**config.mk**
```make
export PLATFORM = sky130hd
export DESIGN_NAME = ebsw_ctrl
export DESIGN_NICKNAME = d
export VERILOG_FILES = /design/src/ebsw_ctrl.v
export VERILOG_INCLUDE_DIRS = /design/src /design/src/src
export SDC_FILE = /design/constraint.sdc
export NUM_CORES = 1
export LEC_CHECK = 0
export BUFFER_PORTS_ARGS = -buffer_cell sky130_fd_sc_hd__buf_2
export CAP_MARGIN = 10
export CORE_ASPECT_RATIO = 0.8
export CORE_UTILIZATION = 48
export DETAILED_ROUTE_END_ITERATION = 10
export PLACE_DENSITY = 0.77
export REMOVE_ABC_BUFFERS = 1
export SLEW_MARGIN = 20
export SYNTH_ARGS = -nofsm -noshare
export SYNTH_HDL_FRONTEND = slang
export SYNTH_SLANG_ARGS = --single-unit
```
**constraint.sdc**
```tcl
create_clock -name pclk -period 4 [get_ports pclk]
set_input_delay 0.6 -clock pclk [delete_from_list [all_inputs] [get_ports pclk]]
set_output_delay 0.6 -clock pclk [all_outputs]
set_load 0.05 [all_outputs]
```
**src/ebsw_defs.vh**
```
`ifndef EBSW_DEFS_VH
`define EBSW_DEFS_VH

// APB register byte addresses
`define EBSW_BSC_ADDR 32'hFFFFF480
`define EBSW_DWC_ADDR 32'hFFFFF484
`define EBSW_STAT_ADDR 32'hFFFFF490

// Reset values
`define EBSW_BSC_RST 16'h5555
`define EBSW_DWC_RST 16'h7777

// Field positions
`define EBSW_DWC_CS0_LSB 0
`define EBSW_DWC_CS1_LSB 4
`define EBSW_BSC_CS0_BIT 0
`define EBSW_BSC_CS1_BIT 2

// Address map, 26-bit linear space
`define EBSW_CS0_PAGE 10'h010
`define EBSW_CS1_PAGE 10'h020
`define EBSW_ROM_TOP 26'h0100000
`define EBSW_RAM_BASE 26'h3FF0000
`define EBSW_PERI_BASE 26'h3FFF000

// Access kinds and sizes
`define EBSW_KIND_SEQ 2'h0
`define EBSW_KIND_BR 2'h1
`define EBSW_KIND_OP 2'h2
`define EBSW_SZ_BYTE 2'h0
`define EBSW_SZ_HALF 2'h1
`define EBSW_SZ_WORD 2'h2

// Access costs in bus clocks
`define EBSW_ROM_SEQ 3'h1
`define EBSW_ROM_BR 3'h2
`define EBSW_ROM_OP 3'h3
`define EBSW_RAM_SEQ 3'h1
`define EBSW_RAM_BR 3'h2
`define EBSW_RAM_OP 3'h1
`define EBSW_PERI_CYC 3'h3

`endif

```
**src/ebsw_ctrl.v**
```verilog
`include "ebsw_defs.vh"

// Function
// First chip select only in first window
// Second chip select only in second window
// Fixed access costs per area and kind
// RAM fetch conflicting with data: one extra
// Per-area 8/16-bit width, reset 5555H
// Software configures once before external use
// Software writes fixed bus-size bit values
// Peripheral path always 16 bits wide
// Little endian, lowest part first
// Unaligned accesses split, never fault
// Odd halfword: two byte cycles
// Odd word: byte, halfword, byte
// Word at binary 10: two halfwords
// Per-area wait count 0 to 7
// Wait fields bits 2:0 and 6:4
// Seven waits everywhere after reset; code applies 7 only in the two chip-select windows, 0 elsewhere
// Software writes zero to reserved wait bits
// No programmed or pin waits internally
// Wait pin stretches cycle without limit
// Wait pin sampled at clock fall, T2/TW
// Programmed and pin waits ORed
// No hold grant between split cycles
// Chip selects idle outside windows, internally
// Even bytes low lanes, odd high lanes
module ebsw_ctrl (
  input wire pclk,
  input wire presetn,
  input wire [31:0] paddr,
  input wire psel,
  input wire penable,
  input wire pwrite,
  input wire [31:0] pwdata,
  output reg [31:0] prdata,
  output wire pready,
  output reg pslverr,
  input wire req_valid,
  output wire req_ready,
  input wire [25:0] req_addr,
  input wire [1:0] req_size,
  input wire [1:0] req_kind,
  input wire req_write,
  input wire [31:0] req_wdata,
  input wire req_conflict,
  input wire periph_wait_req,
  input wire [31:0] int_rdata,
  output reg resp_valid,
  output reg [31:0] resp_rdata,
  output wire system_clock_output,
  output wire [15:0] ad_o,
  output wire ad_oe,
  input wire [15:0] ad_i,
  input wire wait_n,
  output wire chip_select_first_n,
  output wire chip_select_second_n,
  output wire astb,
  output wire rd_n,
  output wire [1:0] wr_n,
  input wire hold_req_n,
  output wire hold_ack_n
);

  localparam S_IDLE = 6'h01;
  localparam S_INT = 6'h02;
  localparam S_T1 = 6'h04;
  localparam S_T2 = 6'h08;
  localparam S_TW = 6'h10;
  localparam S_T3 = 6'h20;

  reg [15:0] bsc_ff;
  reg [15:0] dwc_ff;
  reg [5:0] st_ff;
  reg ph_ff;
  reg clk_ff;
  reg [25:0] cur_ff;
  reg [1:0] base_ff;
  reg [2:0] left_ff;
  reg w16_ff;
  reg peri_ff;
  reg [1:0] csel_ff;
  reg write_ff;
  reg [31:0] wdata_ff;
  reg [31:0] rdata_ff;
  reg [2:0] cnt_ff;
  reg [2:0] wcnt_ff;
  reg wsmp_ff;
  reg hold_ff;
  reg wait_s1_ff;
  reg wait_s2_ff;
  reg hold_s1_ff;
  reg hold_s2_ff;
  reg [15:0] ad_s1_ff;
  reg [15:0] ad_s2_ff;

  reg [5:0] nxt_st;
  reg [25:0] nxt_cur;
  reg [2:0] nxt_left;
  reg [2:0] nxt_cnt;
  reg [2:0] nxt_wcnt;
  reg [31:0] nxt_rdata;
  reg nxt_resp;
  reg [31:0] nxt_resp_rdata;
  reg [2:0] cost;
  reg [2:0] req_bytes;
  integer i;

  wire apb_wr = psel & penable & pwrite;
  wire in_cs0 = req_addr[25:16] == `EBSW_CS0_PAGE;
  wire in_cs1 = req_addr[25:16] == `EBSW_CS1_PAGE;
  wire req_rom = req_addr < `EBSW_ROM_TOP;
  wire req_peri = req_addr >= `EBSW_PERI_BASE;
  wire req_ram = (req_addr >= `EBSW_RAM_BASE) & ~req_peri;
  wire req_ext = ~req_rom & ~req_ram & ~req_peri;
  wire req_bus16 = in_cs0 ? bsc_ff[`EBSW_BSC_CS0_BIT] :
                   in_cs1 ? bsc_ff[`EBSW_BSC_CS1_BIT] : 1'b1;
  wire [2:0] req_wait = in_cs0 ? dwc_ff[`EBSW_DWC_CS0_LSB +: 3] :
                        in_cs1 ? dwc_ff[`EBSW_DWC_CS1_LSB +: 3] : 3'h0;
  wire hold_rq = ~hold_s2_ff;
  wire idle_end = (st_ff == S_IDLE) & ph_ff;
  wire ext_go = req_ext | req_peri;
  // Hold blocks external and peripheral requests; internal memory runs on
  assign req_ready = idle_end & ~((hold_ff | hold_rq) & ext_go);
  wire take = req_valid & req_ready;
  wire ext_state = (st_ff == S_T1) | (st_ff == S_T2) | (st_ff == S_TW) | (st_ff == S_T3);

  // Piece size: byte on an 8-bit bus, on odd addresses, or as the last byte
  wire [2:0] psz = (~w16_ff | cur_ff[0] | (left_ff == 3'h1)) ? 3'h1 : 3'h2;
  wire [1:0] boff = cur_ff[1:0] - base_ff;
  wire [31:0] wsh = wdata_ff >> {boff, 3'b000};
  wire upper = w16_ff & cur_ff[0];
  wire last_piece = left_ff == psz;

  assign pready = 1'b1;
  assign system_clock_output = clk_ff;
  assign hold_ack_n = ~hold_ff;
  assign chip_select_first_n = ~(ext_state & csel_ff[0]);
  assign chip_select_second_n = ~(ext_state & csel_ff[1]);
  assign astb = st_ff == S_T1;
  assign ad_oe = ext_state & ((st_ff == S_T1) | write_ff);
  assign ad_o = (st_ff == S_T1) ? cur_ff[15:0] :
                (psz == 3'h2) ? wsh[15:0] : {wsh[7:0], wsh[7:0]};
  assign rd_n = ~(~write_ff & ((st_ff == S_T2) | (st_ff == S_TW) | (st_ff == S_T3)));
  assign wr_n[0] = ~(write_ff & ~st_ff[0] & ~astb & ext_state & ~upper);
  assign wr_n[1] = ~(write_ff & ext_state & ~astb & (upper | (psz == 3'h2)));

  always @*
  begin
    case (req_size)
      `EBSW_SZ_BYTE: req_bytes = 3'h1;
      `EBSW_SZ_HALF: req_bytes = 3'h2;
      default: req_bytes = 3'h4;
    endcase
    if (req_peri)
      cost = `EBSW_PERI_CYC;
    else if (req_rom)
      cost = (req_kind == `EBSW_KIND_SEQ) ? `EBSW_ROM_SEQ :
             (req_kind == `EBSW_KIND_BR) ? `EBSW_ROM_BR : `EBSW_ROM_OP;
    else
      cost = ((req_kind == `EBSW_KIND_SEQ) ? `EBSW_RAM_SEQ :
              (req_kind == `EBSW_KIND_BR) ? `EBSW_RAM_BR : `EBSW_RAM_OP) +
             {2'b00, req_conflict & (req_kind != `EBSW_KIND_OP)};
  end

  always @*
  begin
    nxt_st = st_ff;
    nxt_cur = cur_ff;
    nxt_left = left_ff;
    nxt_cnt = cnt_ff;
    nxt_wcnt = wcnt_ff;
    nxt_rdata = rdata_ff;
    nxt_resp = 1'b0;
    nxt_resp_rdata = resp_rdata;
    // Lanes of this piece land at their byte offset, lowest first
    for (i = 0; i < 4; i = i + 1)
    begin
      if ((st_ff == S_T3) & ~write_ff & (i == boff))
        nxt_rdata[8 * i +: 8] = upper ? ad_s2_ff[15:8] : ad_s2_ff[7:0];
      if ((st_ff == S_T3) & ~write_ff & (psz == 3'h2) & (i == boff + 1))
        nxt_rdata[8 * i +: 8] = ad_s2_ff[15:8];
    end
    if (ph_ff)
    begin
      case (st_ff)
        S_IDLE:
        begin
          if (take)
          begin
            nxt_cur = req_addr;
            nxt_left = req_bytes;
            nxt_cnt = cost - 3'h1;
            nxt_wcnt = req_wait;
            nxt_rdata = 32'h00000000;
            nxt_st = req_ext ? S_T1 : S_INT;
          end
        end
        S_INT:
        begin
          // Peripherals stretch only by their own wait request
          if ((cnt_ff != 3'h0) | (peri_ff & periph_wait_req))
            nxt_cnt = (cnt_ff != 3'h0) ? cnt_ff - 3'h1 : 3'h0;
          else if (peri_ff & ~last_piece)
          begin
            nxt_cur = cur_ff + {23'h000000, psz};
            nxt_left = left_ff - psz;
            nxt_cnt = `EBSW_PERI_CYC - 3'h1;
          end
          else
          begin
            nxt_st = S_IDLE;
            nxt_resp = 1'b1;
            nxt_resp_rdata = int_rdata;
          end
        end
        S_T1: nxt_st = S_T2;
        S_T2, S_TW:
        begin
          if ((wcnt_ff != 3'h0) | wsmp_ff)
          begin
            nxt_st = S_TW;
            nxt_wcnt = (wcnt_ff != 3'h0) ? wcnt_ff - 3'h1 : 3'h0;
          end
          else
            nxt_st = S_T3;
        end
        S_T3:
        begin
          if (last_piece)
          begin
            nxt_st = S_IDLE;
            nxt_resp = 1'b1;
            nxt_resp_rdata = nxt_rdata;
          end
          else
          begin
            // Straight to the next piece, never via idle, so hold waits
            nxt_st = S_T1;
            nxt_cur = cur_ff + {23'h000000, psz};
            nxt_left = left_ff - psz;
            nxt_wcnt = csel_ff[0] ? dwc_ff[`EBSW_DWC_CS0_LSB +: 3] :
                       csel_ff[1] ? dwc_ff[`EBSW_DWC_CS1_LSB +: 3] : 3'h0;
          end
        end
        default: nxt_st = S_IDLE;
      endcase
    end
  end

  always @(posedge pclk or negedge presetn)
  begin
    if (!presetn)
    begin
      st_ff <= S_IDLE;
      ph_ff <= 1'b0;
      clk_ff <= 1'b1;
      cur_ff <= 26'h0000000;
      base_ff <= 2'h0;
      left_ff <= 3'h0;
      w16_ff <= 1'b1;
      peri_ff <= 1'b0;
      csel_ff <= 2'h0;
      write_ff <= 1'b0;
      wdata_ff <= 32'h00000000;
      rdata_ff <= 32'h00000000;
      cnt_ff <= 3'h0;
      wcnt_ff <= 3'h0;
      wsmp_ff <= 1'b0;
      hold_ff <= 1'b0;
      resp_valid <= 1'b0;
      resp_rdata <= 32'h00000000;
    end
    else
    begin
      // Bus clock is pclk/2; each bus state spans one full period
      ph_ff <= ~ph_ff;
      clk_ff <= ph_ff;
      st_ff <= nxt_st;
      cur_ff <= nxt_cur;
      left_ff <= nxt_left;
      cnt_ff <= nxt_cnt;
      wcnt_ff <= nxt_wcnt;
      rdata_ff <= nxt_rdata;
      resp_valid <= nxt_resp;
      resp_rdata <= nxt_resp_rdata;
      if (take)
      begin
        base_ff <= req_addr[1:0];
        w16_ff <= req_bus16 | req_peri;
        peri_ff <= req_peri;
        csel_ff <= {in_cs1, in_cs0};
        write_ff <= req_write;
        wdata_ff <= req_wdata;
      end
      // Pin sampled where the bus clock falls; no sample outside T2/TW
      if (~ph_ff & ((st_ff == S_T2) | (st_ff == S_TW)))
        wsmp_ff <= ~wait_s2_ff;
      else if (~ph_ff)
        wsmp_ff <= 1'b0;
      if (idle_end & ~take)
        hold_ff <= hold_rq;
    end
  end

  always @(posedge pclk or negedge presetn)
  begin
    if (!presetn)
    begin
      wait_s1_ff <= 1'b1;
      wait_s2_ff <= 1'b1;
      hold_s1_ff <= 1'b1;
      hold_s2_ff <= 1'b1;
      ad_s1_ff <= 16'h0000;
      ad_s2_ff <= 16'h0000;
    end
    else
    begin
      wait_s1_ff <= wait_n;
      wait_s2_ff <= wait_s1_ff;
      hold_s1_ff <= hold_req_n;
      hold_s2_ff <= hold_s1_ff;
      ad_s1_ff <= ad_i;
      ad_s2_ff <= ad_s1_ff;
    end
  end

  // Written values are applied as given; fixed-bit discipline is software's
  always @(posedge pclk or negedge presetn)
  begin
    if (!presetn)
    begin
      bsc_ff <= `EBSW_BSC_RST;
      dwc_ff <= `EBSW_DWC_RST;
    end
    else
    begin
      if (apb_wr & (paddr == `EBSW_BSC_ADDR))
        bsc_ff <= pwdata[15:0];
      else if (apb_wr & (paddr == `EBSW_DWC_ADDR))
        dwc_ff <= pwdata[15:0];
    end
  end

  always @*
  begin
    prdata = 32'h00000000;
    pslverr = 1'b0;
    if (paddr == `EBSW_BSC_ADDR)
      prdata = {16'h0000, bsc_ff};
    else if (paddr == `EBSW_DWC_ADDR)
      prdata = {16'h0000, dwc_ff};
    else if (paddr == `EBSW_STAT_ADDR)
      prdata = {16'h0000, 2'b00, st_ff, 6'h00, hold_ff, ~(st_ff == S_IDLE)};
    else
      pslverr = psel & penable;
  end

endmodule

```
==> results.md <==
* Int Pwr at 5.755 mW
* Synth Warn # at 0
* Clk slew on worst S/H paths at 60 ps
* Post-Route WL at 29.21 mm
* Pwr Density at 779.2 mW/mm2
* Die height at 137.1 um
* Clock skew at 17.83 ps
* Site row count at 49
* Clk sink count at 207
* DP HPWL at 20.45 mm
* FF+latch count, synth at 207
* Post-Syn Area at 0.01095 mm2
* Layout cells sized above 1 at 37.33%
* FFs w/ async S/R, synth at 100.0%
* Worst slew margin at 33.08%
* Mean number of vias per cell at 5.699
* Setup ws final at 276.9 ps
* Crit path kind: register to primary output
* Starting Density at 48.81%
* Width of the die at 170.9 um
* First-pass detailed-route iteration total at 5
* Max FO, Critical Path at 21
* Port Buffers at 244
* Initial antenna violation count at 3
* Global route overflow at 0
* Clock network power share at 21.9%
* Worst VDD drop at 0.5434 mV
* Required @ worst endpoint at 3400 ps
* Finished Layout Cells at 1577
* FF-to-FF Start: cur_ff[0]$_DFFE_PN0P_
* Dpl ws at 583.2 ps
* Slew Limit Fails at 0
* Syn avg cell area at 10.67 um2
* HP Class: primary input to register
* Comb pwr share at 48.8%
* Worst EP arrival at 3120 ps
* Hold Buf Count CTS at 0
* Period utilization at 93.08%
* H-tree Lvls at 1
* Slew at the pin with the worst max-slew slack at 993.3 ps
* Mean routed wirelength per cell at 18.52 um
* Worst Min Path Start: hold_req_n
* Routability congestion estimate at 0.8843
* Fmax achieved at 0.2686 GHz
* R2r worst-path depth at 10
* Period minus WS final at 3723 ps
* Clk_lat worst skew at 520 ps
* Status: finished clean
* Unrepaired setup endpoints after global routing: no
* Crit path max-delay cell type: ha_2
* Most used cell, CP: o21ai_0
* Clock buffer depth at 3
* Total GRT Usage at 25.03%
* Top FF cell, synth: dfrtp_1
* CTS Root Cell: clkbuf_16
* ANT nets after route at 0
* Num ports at 278
* Die area at 0.02343 mm2
* CTS Buf Count at 23
* Worst setup path startpoint: cur_ff[0]$_DFFE_PN0P_
* Syn Inst Count at 1026
* Yosys cell types at 74
* Post-layout util at 58.85%
* Final setup violation count at 0
* Core area at 0.02244 mm2
* Via count at 8988
* Vias in the first global route at 8843
* Remaining DRCs at 0
* First-pass GRT wire length at 46.16 mm
* CP Launch Type: register
* Post-CTS Setup Repair Bufs at 0
* Hold path depth at 1
* Area grow syn2layout at 20.58%
* Leakage at 6.141 nW
* CP cell instances: inv_1, ha_2, o21ai_0, o211a_1, o21ai_0, buf_2
* Initial DRC count at 692
* Switching Fraction at 44.07%
* Final-report hold violation count at 0
* Sw Pwr at 4.535 mW
* Max-cap violations at 0
* TritonCTS clock tree: yes
* Number of synthesized flops with an enable pin at 0
* Placed cells at 1531
* Sequential share of the synthesized area at 47.61%
* Crit-path max cell delay at 570 ps
* Largest net degree at the start of global routing at 107
* CP Capture Type: primary output
* Setup TNS at 0 ps
* Layout Nets at 1449
* PostCTS Resize Cnt at 0
* Reg power frac at 29.3%
[per-layer routing]
layer | up-vias | share of wire (%) | track usage, %
li1 | 4158 | - | -
met5 | - | 0 | 0
met2 | 314 | 46 | 39.86
met1 | 4467 | 45 | 34.90
met4 | 0 | 2.8 | 7.986
met3 | 49 | 6.0 | 4.135
[kinds of logic (layout without fill, tap and decap cells)]
group	after synthesis	count (layout)	share of synthesized area, %
compound gates	216	216	13.90
xor+xnor	6	6	0.7426
fa+ha+maj	14	14	1.668
buf+inv	106	332	4.673
flops	207	207	47.61
mux	181	181	17.97
other cells	2	21	0.06857
simple gates	294	294	13.37
[layout by cell type (no fill, tap or decap), types with 19 or more instances in the layout]
cell / count
a211oi_1: 23
a21oi_1: 57
buf_2: 243
buf_4: 19
clkbuf_16: 23
dfrtp_1: 180
dfstp_2: 27
inv_1: 25
mux2_2: 125
mux2i_1: 56
nand2_1: 80
nor2_1: 98
o21ai_0: 27
[critical path, delay by kind of cell (launching register included)]
family | cells | cell delay (ps)
AO/OA/AOI/OAI | 3 | 1160
adder cells (fa/ha/maj) | 1 | 570
flip-flops | 1 | 450
buffers and inverters | 2 | 430
[layout make-up]
class                      instances  area [um2]
inverter                          26       97.59
tap                              306       382.9
multi-input combinational        728        5300
fill                            1949        9234
sequential                       207        5214
timing repair buffer             264        1393
clock inverter                    12       186.4
antenna                            4       10.01
clock buffer                      30       621.8
[metrics by stage]
| step | power [mW] | instance area, um2 | hold WS (ps) |
|---|---|---|---|
| CTS | 10.29 | 13190 | 156.6 |
| floorplan | 6.676 | 10590 | 304.4 |
| global route | 10.83 | 13200 | 154.7 |
| detailed placement | 8.000 | 12380 | 334.7 |
| finish | 10.29 | 13210 | 174.9 |
| global placement | 7.896 | 12380 | 331.4 |
[cell usage after synthesis, types with 23 or more instances]
cell	n	area, um2
a211oi_1	23	172.7
a21oi_1	57	285.3
nor2_1	98	367.9
inv_1	25	93.84
mux2_2	125	1408
mux2i_1	56	560.5
o21ai_0	27	135.1
dfrtp_1	180	4504
buf_2	25	125.1
dfstp_2	27	709.4
nand2_1	80	300.3
clkbuf_1	34	127.6
[power by group through the flow]
stage / logic [mW] / clock network (mW) / registers [mW]
2_1_floorplan: 3.52 / 0 / 3.16
5_1_grt: 5.36 / 2.39 / 3.08
4_1_cts: 4.97 / 2.30 / 3.01
3_5_place_dp: 4.96 / 0 / 3.04
6_report: 5.02 / 2.26 / 3.01
3_3_place_gp: 4.88 / 0 / 3.02
[path summary, 6_finish.rpt]
path                                                   end  slack [ps]
max in group asynchronous       resp_rdata[14]$_DFFE_PN0P_        2850
worst max register to register      cur_ff[14]$_DFFE_PN0P_         690
worst max-delay path                              ad_o[15]         280
worst min register to register      ad_s2_ff[13]$_DFF_PN0_         350
worst min-delay path                  hold_s1_ff$_DFF_PN1_         170
min in group asynchronous           cur_ff[11]$_DFFE_PN0P_         190
[sequential cells by signal, summed over array words and instances (netlist names), 2 cells and up]
name	count
wcnt_ff	3
bsc_ff	16
rdata_ff	32
cnt_ff	3
csel_ff	2
resp_rdata	32
base_ff	2
st_ff	6
cur_ff	16
ad_s2_ff	16
left_ff	3
dwc_ff	16
wdata_ff	32
ad_s1_ff	16
(Power assumes the default switching activity.)
